**src/rtl/flash_link_regs.svh**
```systemverilog
// Constants of the serial flash pin front end.
// Notes on behaviour
// RULE1: Link runs in clock mode 0 or 3 only; host idles clock low or high.
// RULE2: Every input bit is sampled at the rising edge of the serial clock.
// RULE3: Every output bit changes at the falling edge of the serial clock.
// RULE4: Serial output is high impedance while device select is high.
// RULE5: Serial input activity is ignored while device select is high.
// RULE6: Operations start on select falling edge and end on select rising edge.
// RULE7: Deselect goes to standby, never to deep power-down.
// RULE8: Deselect during a self-timed cycle enters standby only after it ends.
// RULE9: Write-protect low shields all marked sectors regardless of software protection.
// RULE10: After write-protect goes low, protection register changes are rejected.
// RULE11: Program or erase under write-protect low is discarded; idle after deselect.
// RULE12: Enable-protection and sector-lockdown commands still run under write-protect low.
// RULE13: Write-protect defaults high through a pull-up when left unconnected.
// RULE14: Reset pin low aborts any operation and returns the state machine idle.
// RULE15: Device stays in reset while reset pin is low, resumes when high.
// RULE16: Internal power-on reset; reset pin needs no level at power-up.
// RULE17: Page size selectable 256 or 264 bytes, default 264.
// RULE18: Two independent buffers; data accepted while the array is programmed.
// RULE19: Program and erase cycles are timed internally, no host clocks needed.
// RULE20: Main memory holds 32,768 pages of the selected page size.
// RULE21: After select falls, an 8-bit opcode then address bytes are shifted in.
// RULE22: Opcodes, addresses and data move most significant bit first.
// RULE23: Three address bytes follow the opcode.
// RULE24: Bit counter clears on every select falling edge; partial commands are dropped.
`ifndef FLASH_LINK_REGS_SVH
`define FLASH_LINK_REGS_SVH

`define OPC_BITS        8
`define ADDR_BITS       24
`define HDR_LAST        5'h1F
`define OPC_LAST        5'h07
`define BIT_LAST        3'h7
`define BIT_FIRST       3'h0
`define CNT_ZERO        5'h00
`define PAGE_BITS       15
`define PAGE_COUNT      32768
`define BYTE_BITS       9
`define PAGE264_PG_LSB  9
`define PAGE256_PG_LSB  8
`define PAGE_264_RESET  1'b1
`define SYNC_IDLE_HIGH  1'b1
`define BYTE_ZERO       8'h00

`endif

```
**src/rtl/flash_link_pkg.sv**
```systemverilog
// Types shared by the serial flash pin front end.
package flash_link_pkg;

   // Framing states of one selected operation.
   typedef enum logic [2:0] {
      st_idle,
      st_opcode,
      st_addr,
      st_data,
      st_discard
   } frame_e;

   // Decoded command header handed to the memory core.
   typedef struct packed {
      logic [7:0]  opcode;
      logic [14:0] page;
      logic [8:0]  byte_addr;
      logic [23:0] raw_addr;
   } cmd_s;

   // Opcode class supplied by the core's decoder.
   typedef struct packed {
      logic modify;      // Program or erase of the array.
      logic prot_write;  // Changes the sector protection register.
      logic exempt;      // Enable-protection or sector-lockdown.
   } op_class_s;

   // Two-stage synchronisers for the pins, plus one history stage.
   typedef struct packed {
      logic [4:0] s1;
      logic [4:0] s2;
      logic       sck_d;
      logic       sel_d;
   } sync_s;

   // Whole state of the front end.
   typedef struct packed {
      sync_s       sy;
      frame_e      state;
      logic [4:0]  hdr_cnt;
      logic [2:0]  bit_cnt;
      logic [31:0] hdr;
      logic [7:0]  rx_sh;
      logic [7:0]  tx_sh;
      logic        so;
      logic        so_oe;
      logic        cmd_valid;
      cmd_s        cmd;
      logic        rx_valid;
      logic [7:0]  rx_byte;
      logic        tx_take;
      logic        cmd_reject;
      logic        standby;
      logic        page_264;
      logic        selected;
   } state_s;

endpackage : flash_link_pkg

```
**src/rtl/flash_link.sv**
```systemverilog
// Pin-level serial front end of a serial flash: framing, edges, tri-state, protection gate.
`timescale 1ns/1ps
`include "flash_link_regs.svh"

module flash_link (
   // Clock and power-on reset.
   input  wire logic                      clk,
   input  wire logic                      reset_n,
   // Device pins from the host.
   input  wire logic                      sel_n_pin,
   input  wire logic                      sck_pin,
   input  wire logic                      si_pin,
   input  wire logic                      wp_n_pin,
   input  wire logic                      rst_n_pin,
   // Serial output pin.
   output logic                           so_out,
   output logic                           so_oe,
   // Configuration and core status.
   input  wire logic                      cfg_page_256,
   input  wire logic                      core_busy,
   input  wire flash_link_pkg::op_class_s op_class,
   // Command and data towards the core.
   output logic                           cmd_valid,
   output flash_link_pkg::cmd_s           cmd,
   output logic                           cmd_reject,
   output logic                           rx_valid,
   output logic [7:0]                     rx_byte,
   // Output data from the core.
   input  wire logic                      tx_en,
   input  wire logic [7:0]                tx_data,
   output logic                           tx_take,
   // Front end status.
   output logic                           standby,
   output logic                           page_264,
   output logic                           selected
);

   // Index of each pin in the synchroniser vectors.
   localparam int unsigned P_SEL = 0;
   localparam int unsigned P_SCK = 1;
   localparam int unsigned P_SI  = 2;
   localparam int unsigned P_WP  = 3;
   localparam int unsigned P_RST = 4;

   flash_link_pkg::state_s r_r;
   flash_link_pkg::state_s r_nxt;

   // Synchronised pin levels; only the second stage is read by logic.
   logic sel_n_s;
   logic sck_s;
   logic si_s;
   logic wp_n_s;
   logic rst_n_s;
   logic sck_rise;
   logic sck_fall;
   logic sel_fall;
   logic sel_rise;
   logic block_cmd;
   logic [31:0] hdr_in;

   // Pin levels after the two-stage synchroniser.
   assign sel_n_s = r_r.sy.s2[P_SEL];
   assign sck_s   = r_r.sy.s2[P_SCK];
   assign si_s    = r_r.sy.s2[P_SI];
   assign wp_n_s  = r_r.sy.s2[P_WP];
   assign rst_n_s = r_r.sy.s2[P_RST];

   // Edges of the serial clock and of device select; mode 0 and 3 both work
   // because only edges inside the selected window are used.
   assign sck_rise = sck_s & ~r_r.sy.sck_d;  // see RULE1
   assign sck_fall = ~sck_s & r_r.sy.sck_d;
   assign sel_fall = ~sel_n_s & r_r.sy.sel_d;
   assign sel_rise = sel_n_s & ~r_r.sy.sel_d;

   // Header with the bit sampled at this rising edge shifted in, MSB first.
   assign hdr_in = {r_r.hdr[30:0], si_s};  // see RULE22

   // Write-protect gate: modifying commands are blocked, exempt ones pass.
   assign block_cmd = ~wp_n_s & (op_class.modify | op_class.prot_write) & ~op_class.exempt;  // see RULE9

   // Next-state logic of the whole front end.
   always_comb begin
      r_nxt = r_r;
      // Two-flop synchronisers; the first stage feeds only the second.
      r_nxt.sy.s1    = {rst_n_pin, wp_n_pin, si_pin, sck_pin, sel_n_pin};
      r_nxt.sy.s2    = r_r.sy.s1;
      r_nxt.sy.sck_d = sck_s;
      r_nxt.sy.sel_d = sel_n_s;
      // Strobes last one cycle.
      r_nxt.cmd_valid  = 1'b0;
      r_nxt.rx_valid   = 1'b0;
      r_nxt.tx_take    = 1'b0;
      r_nxt.cmd_reject = 1'b0;
      r_nxt.selected   = ~sel_n_s;
      // Page size follows the configuration; reset value is the 264 byte page.
      r_nxt.page_264   = ~cfg_page_256;  // see RULE17
      // Output is driven only while selected.
      r_nxt.so_oe      = ~sel_n_s;  // see RULE4

      if (~rst_n_s) begin
         // Reset pin held low: abort and hold idle until it rises again.
         r_nxt.state   = flash_link_pkg::st_idle;  // see RULE14
         r_nxt.hdr_cnt = `CNT_ZERO;  // see RULE15
         r_nxt.bit_cnt = `BIT_FIRST;
         r_nxt.so_oe   = 1'b0;
         r_nxt.standby = 1'b0;
         r_nxt.selected = 1'b0;  // see RULE14
      end else if (sel_n_s) begin
         // Deselected: SI is ignored; standby once any self-timed cycle ends.
         r_nxt.state   = flash_link_pkg::st_idle;  // see RULE5
         r_nxt.standby = ~core_busy;  // see RULE7
         if (core_busy) begin
            r_nxt.standby = 1'b0;  // see RULE8 RULE19
         end
      end else if (sel_fall) begin
         // A new operation begins; any partial command is thrown away.
         r_nxt.state   = flash_link_pkg::st_opcode;  // see RULE6
         r_nxt.hdr_cnt = `CNT_ZERO;  // see RULE24
         r_nxt.bit_cnt = `BIT_FIRST;
         r_nxt.standby = 1'b0;
      end else begin
         r_nxt.standby = 1'b0;
         unique case (r_r.state)
            flash_link_pkg::st_idle: begin
               // Select was already low at reset release: wait for a fresh fall.
               r_nxt.state = flash_link_pkg::st_idle;
            end
            flash_link_pkg::st_opcode: begin
               if (sck_rise) begin
                  r_nxt.hdr     = hdr_in;  // see RULE2
                  r_nxt.hdr_cnt = r_r.hdr_cnt + 5'h01;
                  if (r_r.hdr_cnt == `OPC_LAST) begin
                     r_nxt.state = flash_link_pkg::st_addr;  // see RULE21
                  end
               end
            end
            flash_link_pkg::st_addr: begin
               if (sck_rise) begin
                  r_nxt.hdr     = hdr_in;  // see RULE2
                  r_nxt.hdr_cnt = r_r.hdr_cnt + 5'h01;
                  if (r_r.hdr_cnt == `HDR_LAST) begin
                     // Opcode plus three address bytes are in.
                     r_nxt.cmd.opcode   = hdr_in[31:24];  // see RULE23
                     r_nxt.cmd.raw_addr = hdr_in[23:0];
                     if (r_r.page_264) begin
                        r_nxt.cmd.page      = hdr_in[`PAGE264_PG_LSB +: `PAGE_BITS];  // see RULE20
                        r_nxt.cmd.byte_addr = hdr_in[`BYTE_BITS-1:0];
                     end else begin
                        r_nxt.cmd.page      = hdr_in[`PAGE256_PG_LSB +: `PAGE_BITS];  // see RULE20
                        r_nxt.cmd.byte_addr = {1'b0, hdr_in[7:0]};
                     end
                     r_nxt.bit_cnt = `BIT_FIRST;
                     if (block_cmd) begin
                        // Protected: no action until the host deselects.
                        r_nxt.state      = flash_link_pkg::st_discard;  // see RULE11
                        r_nxt.cmd_reject = 1'b1;  // see RULE10
                     end else begin
                        r_nxt.state     = flash_link_pkg::st_data;  // see RULE12
                        r_nxt.cmd_valid = 1'b1;
                     end
                  end
               end
            end
            flash_link_pkg::st_data: begin
               if (sck_rise) begin
                  // Data bytes stream to the core even while it programs.
                  r_nxt.rx_sh   = {r_r.rx_sh[6:0], si_s};  // see RULE18
                  r_nxt.bit_cnt = r_r.bit_cnt + 3'h1;
                  if (r_r.bit_cnt == `BIT_LAST) begin
                     r_nxt.rx_byte  = {r_r.rx_sh[6:0], si_s};  // see RULE22
                     r_nxt.rx_valid = 1'b1;
                  end
               end
               if (sck_fall && tx_en) begin
                  // Output bit changes on the falling edge, MSB first.
                  if (r_r.bit_cnt == `BIT_FIRST) begin
                     r_nxt.so      = tx_data[7];  // see RULE3
                     r_nxt.tx_sh   = {tx_data[6:0], 1'b0};
                     r_nxt.tx_take = 1'b1;
                  end else begin
                     r_nxt.so    = r_r.tx_sh[7];  // see RULE3
                     r_nxt.tx_sh = {r_r.tx_sh[6:0], 1'b0};
                  end
               end
            end
            flash_link_pkg::st_discard: begin
               // Stay here, ignoring the clock, until select rises.
               r_nxt.state = flash_link_pkg::st_discard;  // see RULE11
            end
         endcase
      end

      // The rising select edge is seen above through sel_n_s; it ends the frame.
      if (sel_rise) begin
         r_nxt.state = flash_link_pkg::st_idle;  // see RULE6
      end
   end

   // State register; reset_n is the internal power-on reset.
   always_ff @(posedge clk or negedge reset_n) begin
      if (!reset_n) begin
         r_r          <= '0;  // see RULE16
         r_r.sy.s1    <= {5{`SYNC_IDLE_HIGH}};  // see RULE13
         r_r.sy.s2    <= {5{`SYNC_IDLE_HIGH}};
         r_r.sy.sel_d <= `SYNC_IDLE_HIGH;
         r_r.sy.sck_d <= `SYNC_IDLE_HIGH;
         r_r.state    <= flash_link_pkg::st_idle;
         r_r.page_264 <= `PAGE_264_RESET;  // see RULE17
         r_r.rx_byte  <= `BYTE_ZERO;
      end else begin
         r_r <= r_nxt;
      end
   end

   // Outputs straight from the state register.
   assign so_out     = r_r.so;
   assign so_oe      = r_r.so_oe;
   assign cmd_valid  = r_r.cmd_valid;
   assign cmd        = r_r.cmd;
   assign cmd_reject = r_r.cmd_reject;
   assign rx_valid   = r_r.rx_valid;
   assign rx_byte    = r_r.rx_byte;
   assign tx_take    = r_r.tx_take;
   assign standby    = r_r.standby;
   assign page_264   = r_r.page_264;
   assign selected   = r_r.selected;

endmodule : flash_link

```
**config.mk**
```make
export PLATFORM = sky130hd
export DESIGN_NAME = flash_link
export DESIGN_NICKNAME = d
export VERILOG_FILES = /design/src/rtl/flash_link_pkg.sv /design/src/rtl/flash_link.sv
export VERILOG_INCLUDE_DIRS = /design/src /design/src/rtl
export SDC_FILE = /design/constraint.sdc
export NUM_CORES = 1
export LEC_CHECK = 0
export ABC_AREA = 1
export BUFFER_PORTS_ARGS = -buffer_cell sky130_fd_sc_hd__clkbuf_2
export CORE_MARGIN = 2
export CORE_UTILIZATION = 45
export CTS_CLUSTER_SIZE = 20
export DETAILED_ROUTE_END_ITERATION = 10
export PLACE_DENSITY = 0.66
export SLEW_MARGIN = 0
export SYNTH_ARGS = -nofsm -noshare
export SYNTH_HDL_FRONTEND = slang
export SYNTH_SLANG_ARGS = --single-unit
```
**constraint.sdc**
```tcl
create_clock -name clk -period 4.3 [get_ports clk]
set_input_delay 0.645 -clock clk [delete_from_list [all_inputs] [get_ports clk]]
set_output_delay 0.645 -clock clk [all_outputs]
set_load 0.005 [all_outputs]
```
### Word level (Yosys, flattened, before mapping)

Index checks and enable logic that the tools add are counted.

* add/sub/neg operators: 2
* reductions and logical operators: 12
* mux-type cells: 43
* bitwise operators: 16
* eq/ne operators: 21

Operator list (count)
* 57-bit 2-to-1 mux: 4
* 68-bit 2-to-1 mux: 3
* 32-bit case mux with 2 select lines: 1
* 49-bit 2-to-1 mux: 1
* 43-bit 2-to-1 mux: 1
* 9-bit 2-to-1 mux: 4
* 32-bit 2-to-1 mux: 1
* 24-bit 2-to-1 mux: 1
* 6-bit inequality test, second input constant: 4
* 11-bit 2-to-1 mux: 2
* 3-bit 2-to-1 mux: 7
* 5-bit AND reduction: 4
* 6-bit AND reduction: 3
* 17-bit 2-to-1 mux: 1
* 8-bit 2-to-1 mux: 2
* 4-bit inequality test, second input constant: 4
* 3-bit case mux with 4 select lines: 1
* 1-bit 2-to-1 mux: 11
* 10-bit 2-to-1 mux: 1
* 5-bit case mux with 2 select lines: 1
* 1-bit NOT: 9
* 4-bit by 1-bit inequality test with 1-bit output, second input constant: 2
* 8-bit by 2-bit inequality test with 1-bit output, second input constant: 1
* 1-bit bitwise AND: 6
* 14 further kinds: 19

* output and inout port bits: 73
* flip-flop bits (word level): 143

### Longest topological paths before layout

* depth after elaboration: 11
* mapped depth: 11
* gate-level depth less buffers: 11

### Least setup slack after synthesis

Ideal clock, no wire load.

* path kind: register -> register
* from: register r_r, in the netlist r_nxt[132]
* to: register r_r, in the netlist cmd[24]
* period minus slack after synthesis: 1.991 ns
* library setup time: 0.118 ns
* path slack: 2.309 ns
* arrival: 1.872 ns
* path buffers: 1
* cell stages (with the launch flop): 12
* required time: 4.182 ns
* path through: dfstp_2 -> inv_1 -> ha_1 -> inv_2 -> nand2_1 -> nor2_4 -> nand2_1 -> nor3_4 -> inv_4 -> buf_6 -> nand2_1 -> o21ai_2

* longest elaborated chain between the ends: 4

Ends and longest elaborated chain
* from (decl): line flash_link.sv:45 `flash_link_pkg::state_s r_r;`
* from (signal assigned): line flash_link.sv:211 `r_r <= r_nxt;`
* 1-bit NOT (no line) (*)
* 1-bit bitwise AND: line flash_link.sv:72 `assign sel_fall = ~sel_n_s & r_r.sy.sel_d;`
* 1-bit NOT (no line)
* 6-bit AND reduction (no line) (*)

Mark *: on every way between the ends. The rest lies on a longest branch, timed or not.
A chain may end at the register's enable or synchronous reset.

### Worst setup path after layout

* from: register r_r, in the netlist r_nxt[132]
* to: register r_r[124] (netlist name)

* longest elaborated chain between the ends: 5
* elaborated cells between the ends (all ways): 10
* classes of those cells: 4 x eq/ne; 3 x mux; 2 x bitwise; 1 x reduce/logical

Ends and longest elaborated chain
* 1-bit NOT (no line)
* 1-bit bitwise AND: line flash_link.sv:72
* 11-bit 2-to-1 mux: line flash_link.sv:115 `end else if (sel_fall) begin`
* 57-bit 2-to-1 mux: line flash_link.sv:108 `end else if (sel_n_s) begin`
* 11-bit 2-to-1 mux: line flash_link.sv:100 `if (~rst_n_s) begin`

Parallel ways exist; a longest one is shown, timed or not. The select of a mux whose other input is x is not followed.

==> impl_metrics.json <==
{
  "status": "finished clean",
  "critPathLaunchType": "flip-flop",
  "dieHeight_um": 120,
  "grt_max_degree": 109,
  "rsz0062_at_grt": "no",
  "ys_seq_elements": 132,
  "cp.arrival_ns": 2.88,
  "crit_family": "simple AND/OR/NAND/NOR gates",
  "rr_endpoint": "r_r[124]",
  "dr.pass1.iters": 4,
  "placedCellCount": 842,
  "synth_top_area_frac": 0.494,
  "cts_made_buffers": 17,
  "tightest_slew_ns": 0.956,
  "synth_nets": 685,
  "maxSlewViolCount": 0,
  "max_stage_delay_ns": 0.61,
  "grt_antenna_before_repair": 0,
  "crit_cells": 11,
  "cts_resized": 0,
  "crit_path_end": "r_r[124]",
  "layout.nets": 713,
  "synth_edf_count": 0,
  "ys_seq_area_frac": 0.550,
  "clock-sinks": 132,
  "required_ns": 4.63,
  "clk_pin_slew_ns": 0.06,
  "worstSetupPathType": "reg -> reg",
  "reg2reg_from": "r_nxt[132]",
  "h-tree-depth": 4,
  "grt_usage": 0.165,
  "portBuffers": 93,
  "clock_latency_ns": 0.41,
  "drive_gt1_frac": 0.254,
  "synth_area_um2": 6030,
  "stdcell_count": 874,
  "grt-ovfl-total": 0,
  "area_growth_pct": 10.5,
  "worst_path_most_repeated_cell": "inv_1",
  "grt_pass1_wl_um": 18800,
  "pin_count": 94,
  "crit_buf_inv": 4,
  "chipWidth_um": 120,
  "fin_crit_ns": 2.55,
  "post-dp-hpwl_um": 7350,
  "crit_slowest_cell": "dfstp_2",
  "setup_viol": 0,
  "post-cts-setup-buffer-count": 0,
  "drt-initial-drc-count": 200,
  "drc_errors": 0,
  "peakVddDrop_mv": 0.209,
  "clock_skew_ns": 0.00766,
  "end_kind": "flip-flop",
  "yosys_warnings": 0,
  "clock_path_buffers": 2,
  "fmax_ghz": 0.393,
  "holdBufCountCts": 0,
  "core-area_um2": 13200,
  "leakagePower_nw": 3.35,
  "root_buffer": "clkbuf_16",
  "cap_violations": 0,
  "synthCells": 657,
  "postRouteAntennaNets": 0,
  "place_congestion": 0.875,
  "hp-class": "in -> reg",
  "die_area_um2": 14300,
  "critPathMaxFanout": 63,
  "critPathLaunch": "r_nxt[132]",
  "reg2reg_depth": 11,
  "ys_top_cells_by_count": "201 x nand2_1, 119 x dfrtp_1, 72 x o21ai_0",
  "synthMostInstantiatedCell": "nand2_1",
  "num_vias": 4101,
  "rrSetupSlack_ns": 1.75,
  "start_util": 0.457,
  "synth_area_leaders": "dfrtp_1 49%, nand2_1 13%, buf_4 8.2%, o21ai_0 6.0%, dfstp_2 5.7%",
  "critical_path.cell_chain": "inv_1 > ha_1 > inv_2 > nand2_1 > nor2_4 > nand2_1 > inv_1 > nand2_2 > inv_1 > nor2_1 > a21oi_1",
  "power_density_nw_per_um2": 402,
  "fin_setup_tns_ns": 0,
  "min_period_over_period": 0.592,
  "synthDistinctLibCells": 25,
  "diodes": 0,
  "ys.flop_type": "dfrtp_1",
  "wirelength_um": 11000,
  "vias_per_cell": 4.69,
  "maxSlewHeadroom": 0.361,
  "cts_tree": "built",
  "num_rows": 42,
  "yosysTopAreaCell": "dfrtp_1",
  "ys_async_sr_fraction": 1.00,
  "routedWlPerCell_um": 12.6,
  "synth.avg_cell_area_um2": 9.18,
  "grt_pass1_vias": 3981,
  "hold_viol_final": 0
}
cell type report:
cell class | instances | area, µm²
Timing Repair Buffer | 95 | 487
Multi-Input combinational cell | 375 | 1840
Inverter | 64 | 243
Fill cell | 1221 | 6530
Clock inverter | 9 | 80.1
Sequential cell | 132 | 3320
Tap cell | 176 | 220
Clock buffer | 23 | 478
layer usage:
metal,vias up,track usage,wire length [µm]
met5,-,0,0
li1,2051,-,-
met3,16,0.0523,580
met2,99,0.261,5140
met1,1935,0.221,5200
met4,0,0.0449,123
flip-flops by register name, indices dropped and copies added (netlist names):
register / flops
hdr_in: 32
rx_byte: 8
tx_take: 1
r_nxt: 7
standby: 1
page_264: 1
cmd: 48
cmd_valid: 1
r_r: 29
selected: 1
cmd_reject: 1
so_out: 1
rx_valid: 1
per-stage QoR:
| step | hold WS (ns) | utilization | power (W) | instance area (µm²) | setup WS (ns) |
|---|---|---|---|---|---|
| finish | 0.316 | 0.505 | 0.00268 | 6660 | 1.75 |
| detailed placement | 0.347 | 0.463 | 0.00135 | 6110 | 1.72 |
| global placement | 0.347 | 0.463 | 0.00135 | 6110 | 1.82 |
| global route | 0.297 | 0.505 | 0.00279 | 6660 | 1.46 |
| CTS | 0.300 | 0.505 | 0.00271 | 6660 | 1.71 |
| floorplan | 0.345 | - | 0.00131 | 6030 | 2.31 |
how the worst min path moves through the flow:
stage	startpoint	to	slack, ns	depth (start not counted)
finish	rst_n_pin	r_nxt[138]	0.32	1
floorplan	reset_n	cmd[10]	0.35	0
global placement	r_nxt[136]	hdr_in[0]	0.35	0
detailed placement	r_nxt[138]	r_r[138]	0.35	0
CTS	rst_n_pin	r_nxt[138]	0.30	1
global route	rst_n_pin	r_nxt[138]	0.30	1
layout by cell type (no fill, tap or decap):
cell	netlist	layout
nand2_1	201	200
dfrtp_1	119	119
clkbuf_2	0	92
o21ai_0	72	72
inv_1	60	60
o21ai_2	31	31
nor2_1	23	23
nand3_1	20	20
clkbuf_16	0	17
dfstp_2	13	13
mux2i_1	7	7
ha_1	7	7
clkinv_2	0	5
a21oi_1	4	4
inv_2	3	3
clkbuf_8	0	3
clkbuf_1	7	3
nor2_4	2	2
nand2_2	1	2
nand4_1	2	2
clkinv_4	0	2
buf_4	66	2
nand3b_1	1	1
nor3_4	1	1
inv_4	1	1
a21o_1	1	1
and3_1	1	1
nor3_1	1	1
clkinvlp_4	0	1
bufinv_16	0	1
buf_6	8	1
kinds of logic (layout without fill, tap and decap cells):
| family | Yosys count | in the layout | synth area share |
|---|---|---|---|
| flops | 132 | 132 | 0.550 |
| mux | 7 | 7 | 0.0116 |
| simple gates | 253 | 253 | 0.169 |
| fa+ha+maj | 7 | 7 | 0.0145 |
| compound gates | 108 | 108 | 0.109 |
| buf+inv | 150 | 191 | 0.146 |
power by group:
| group | switching, W | internal (W) |
|---|---|---|
| Sequential | 0.0000103 | 0.00126 |
| Clock | 0.000508 | 0.000837 |
| Combinational | 0.0000458 | 0.0000170 |
(Power assumes the default switching activity.)
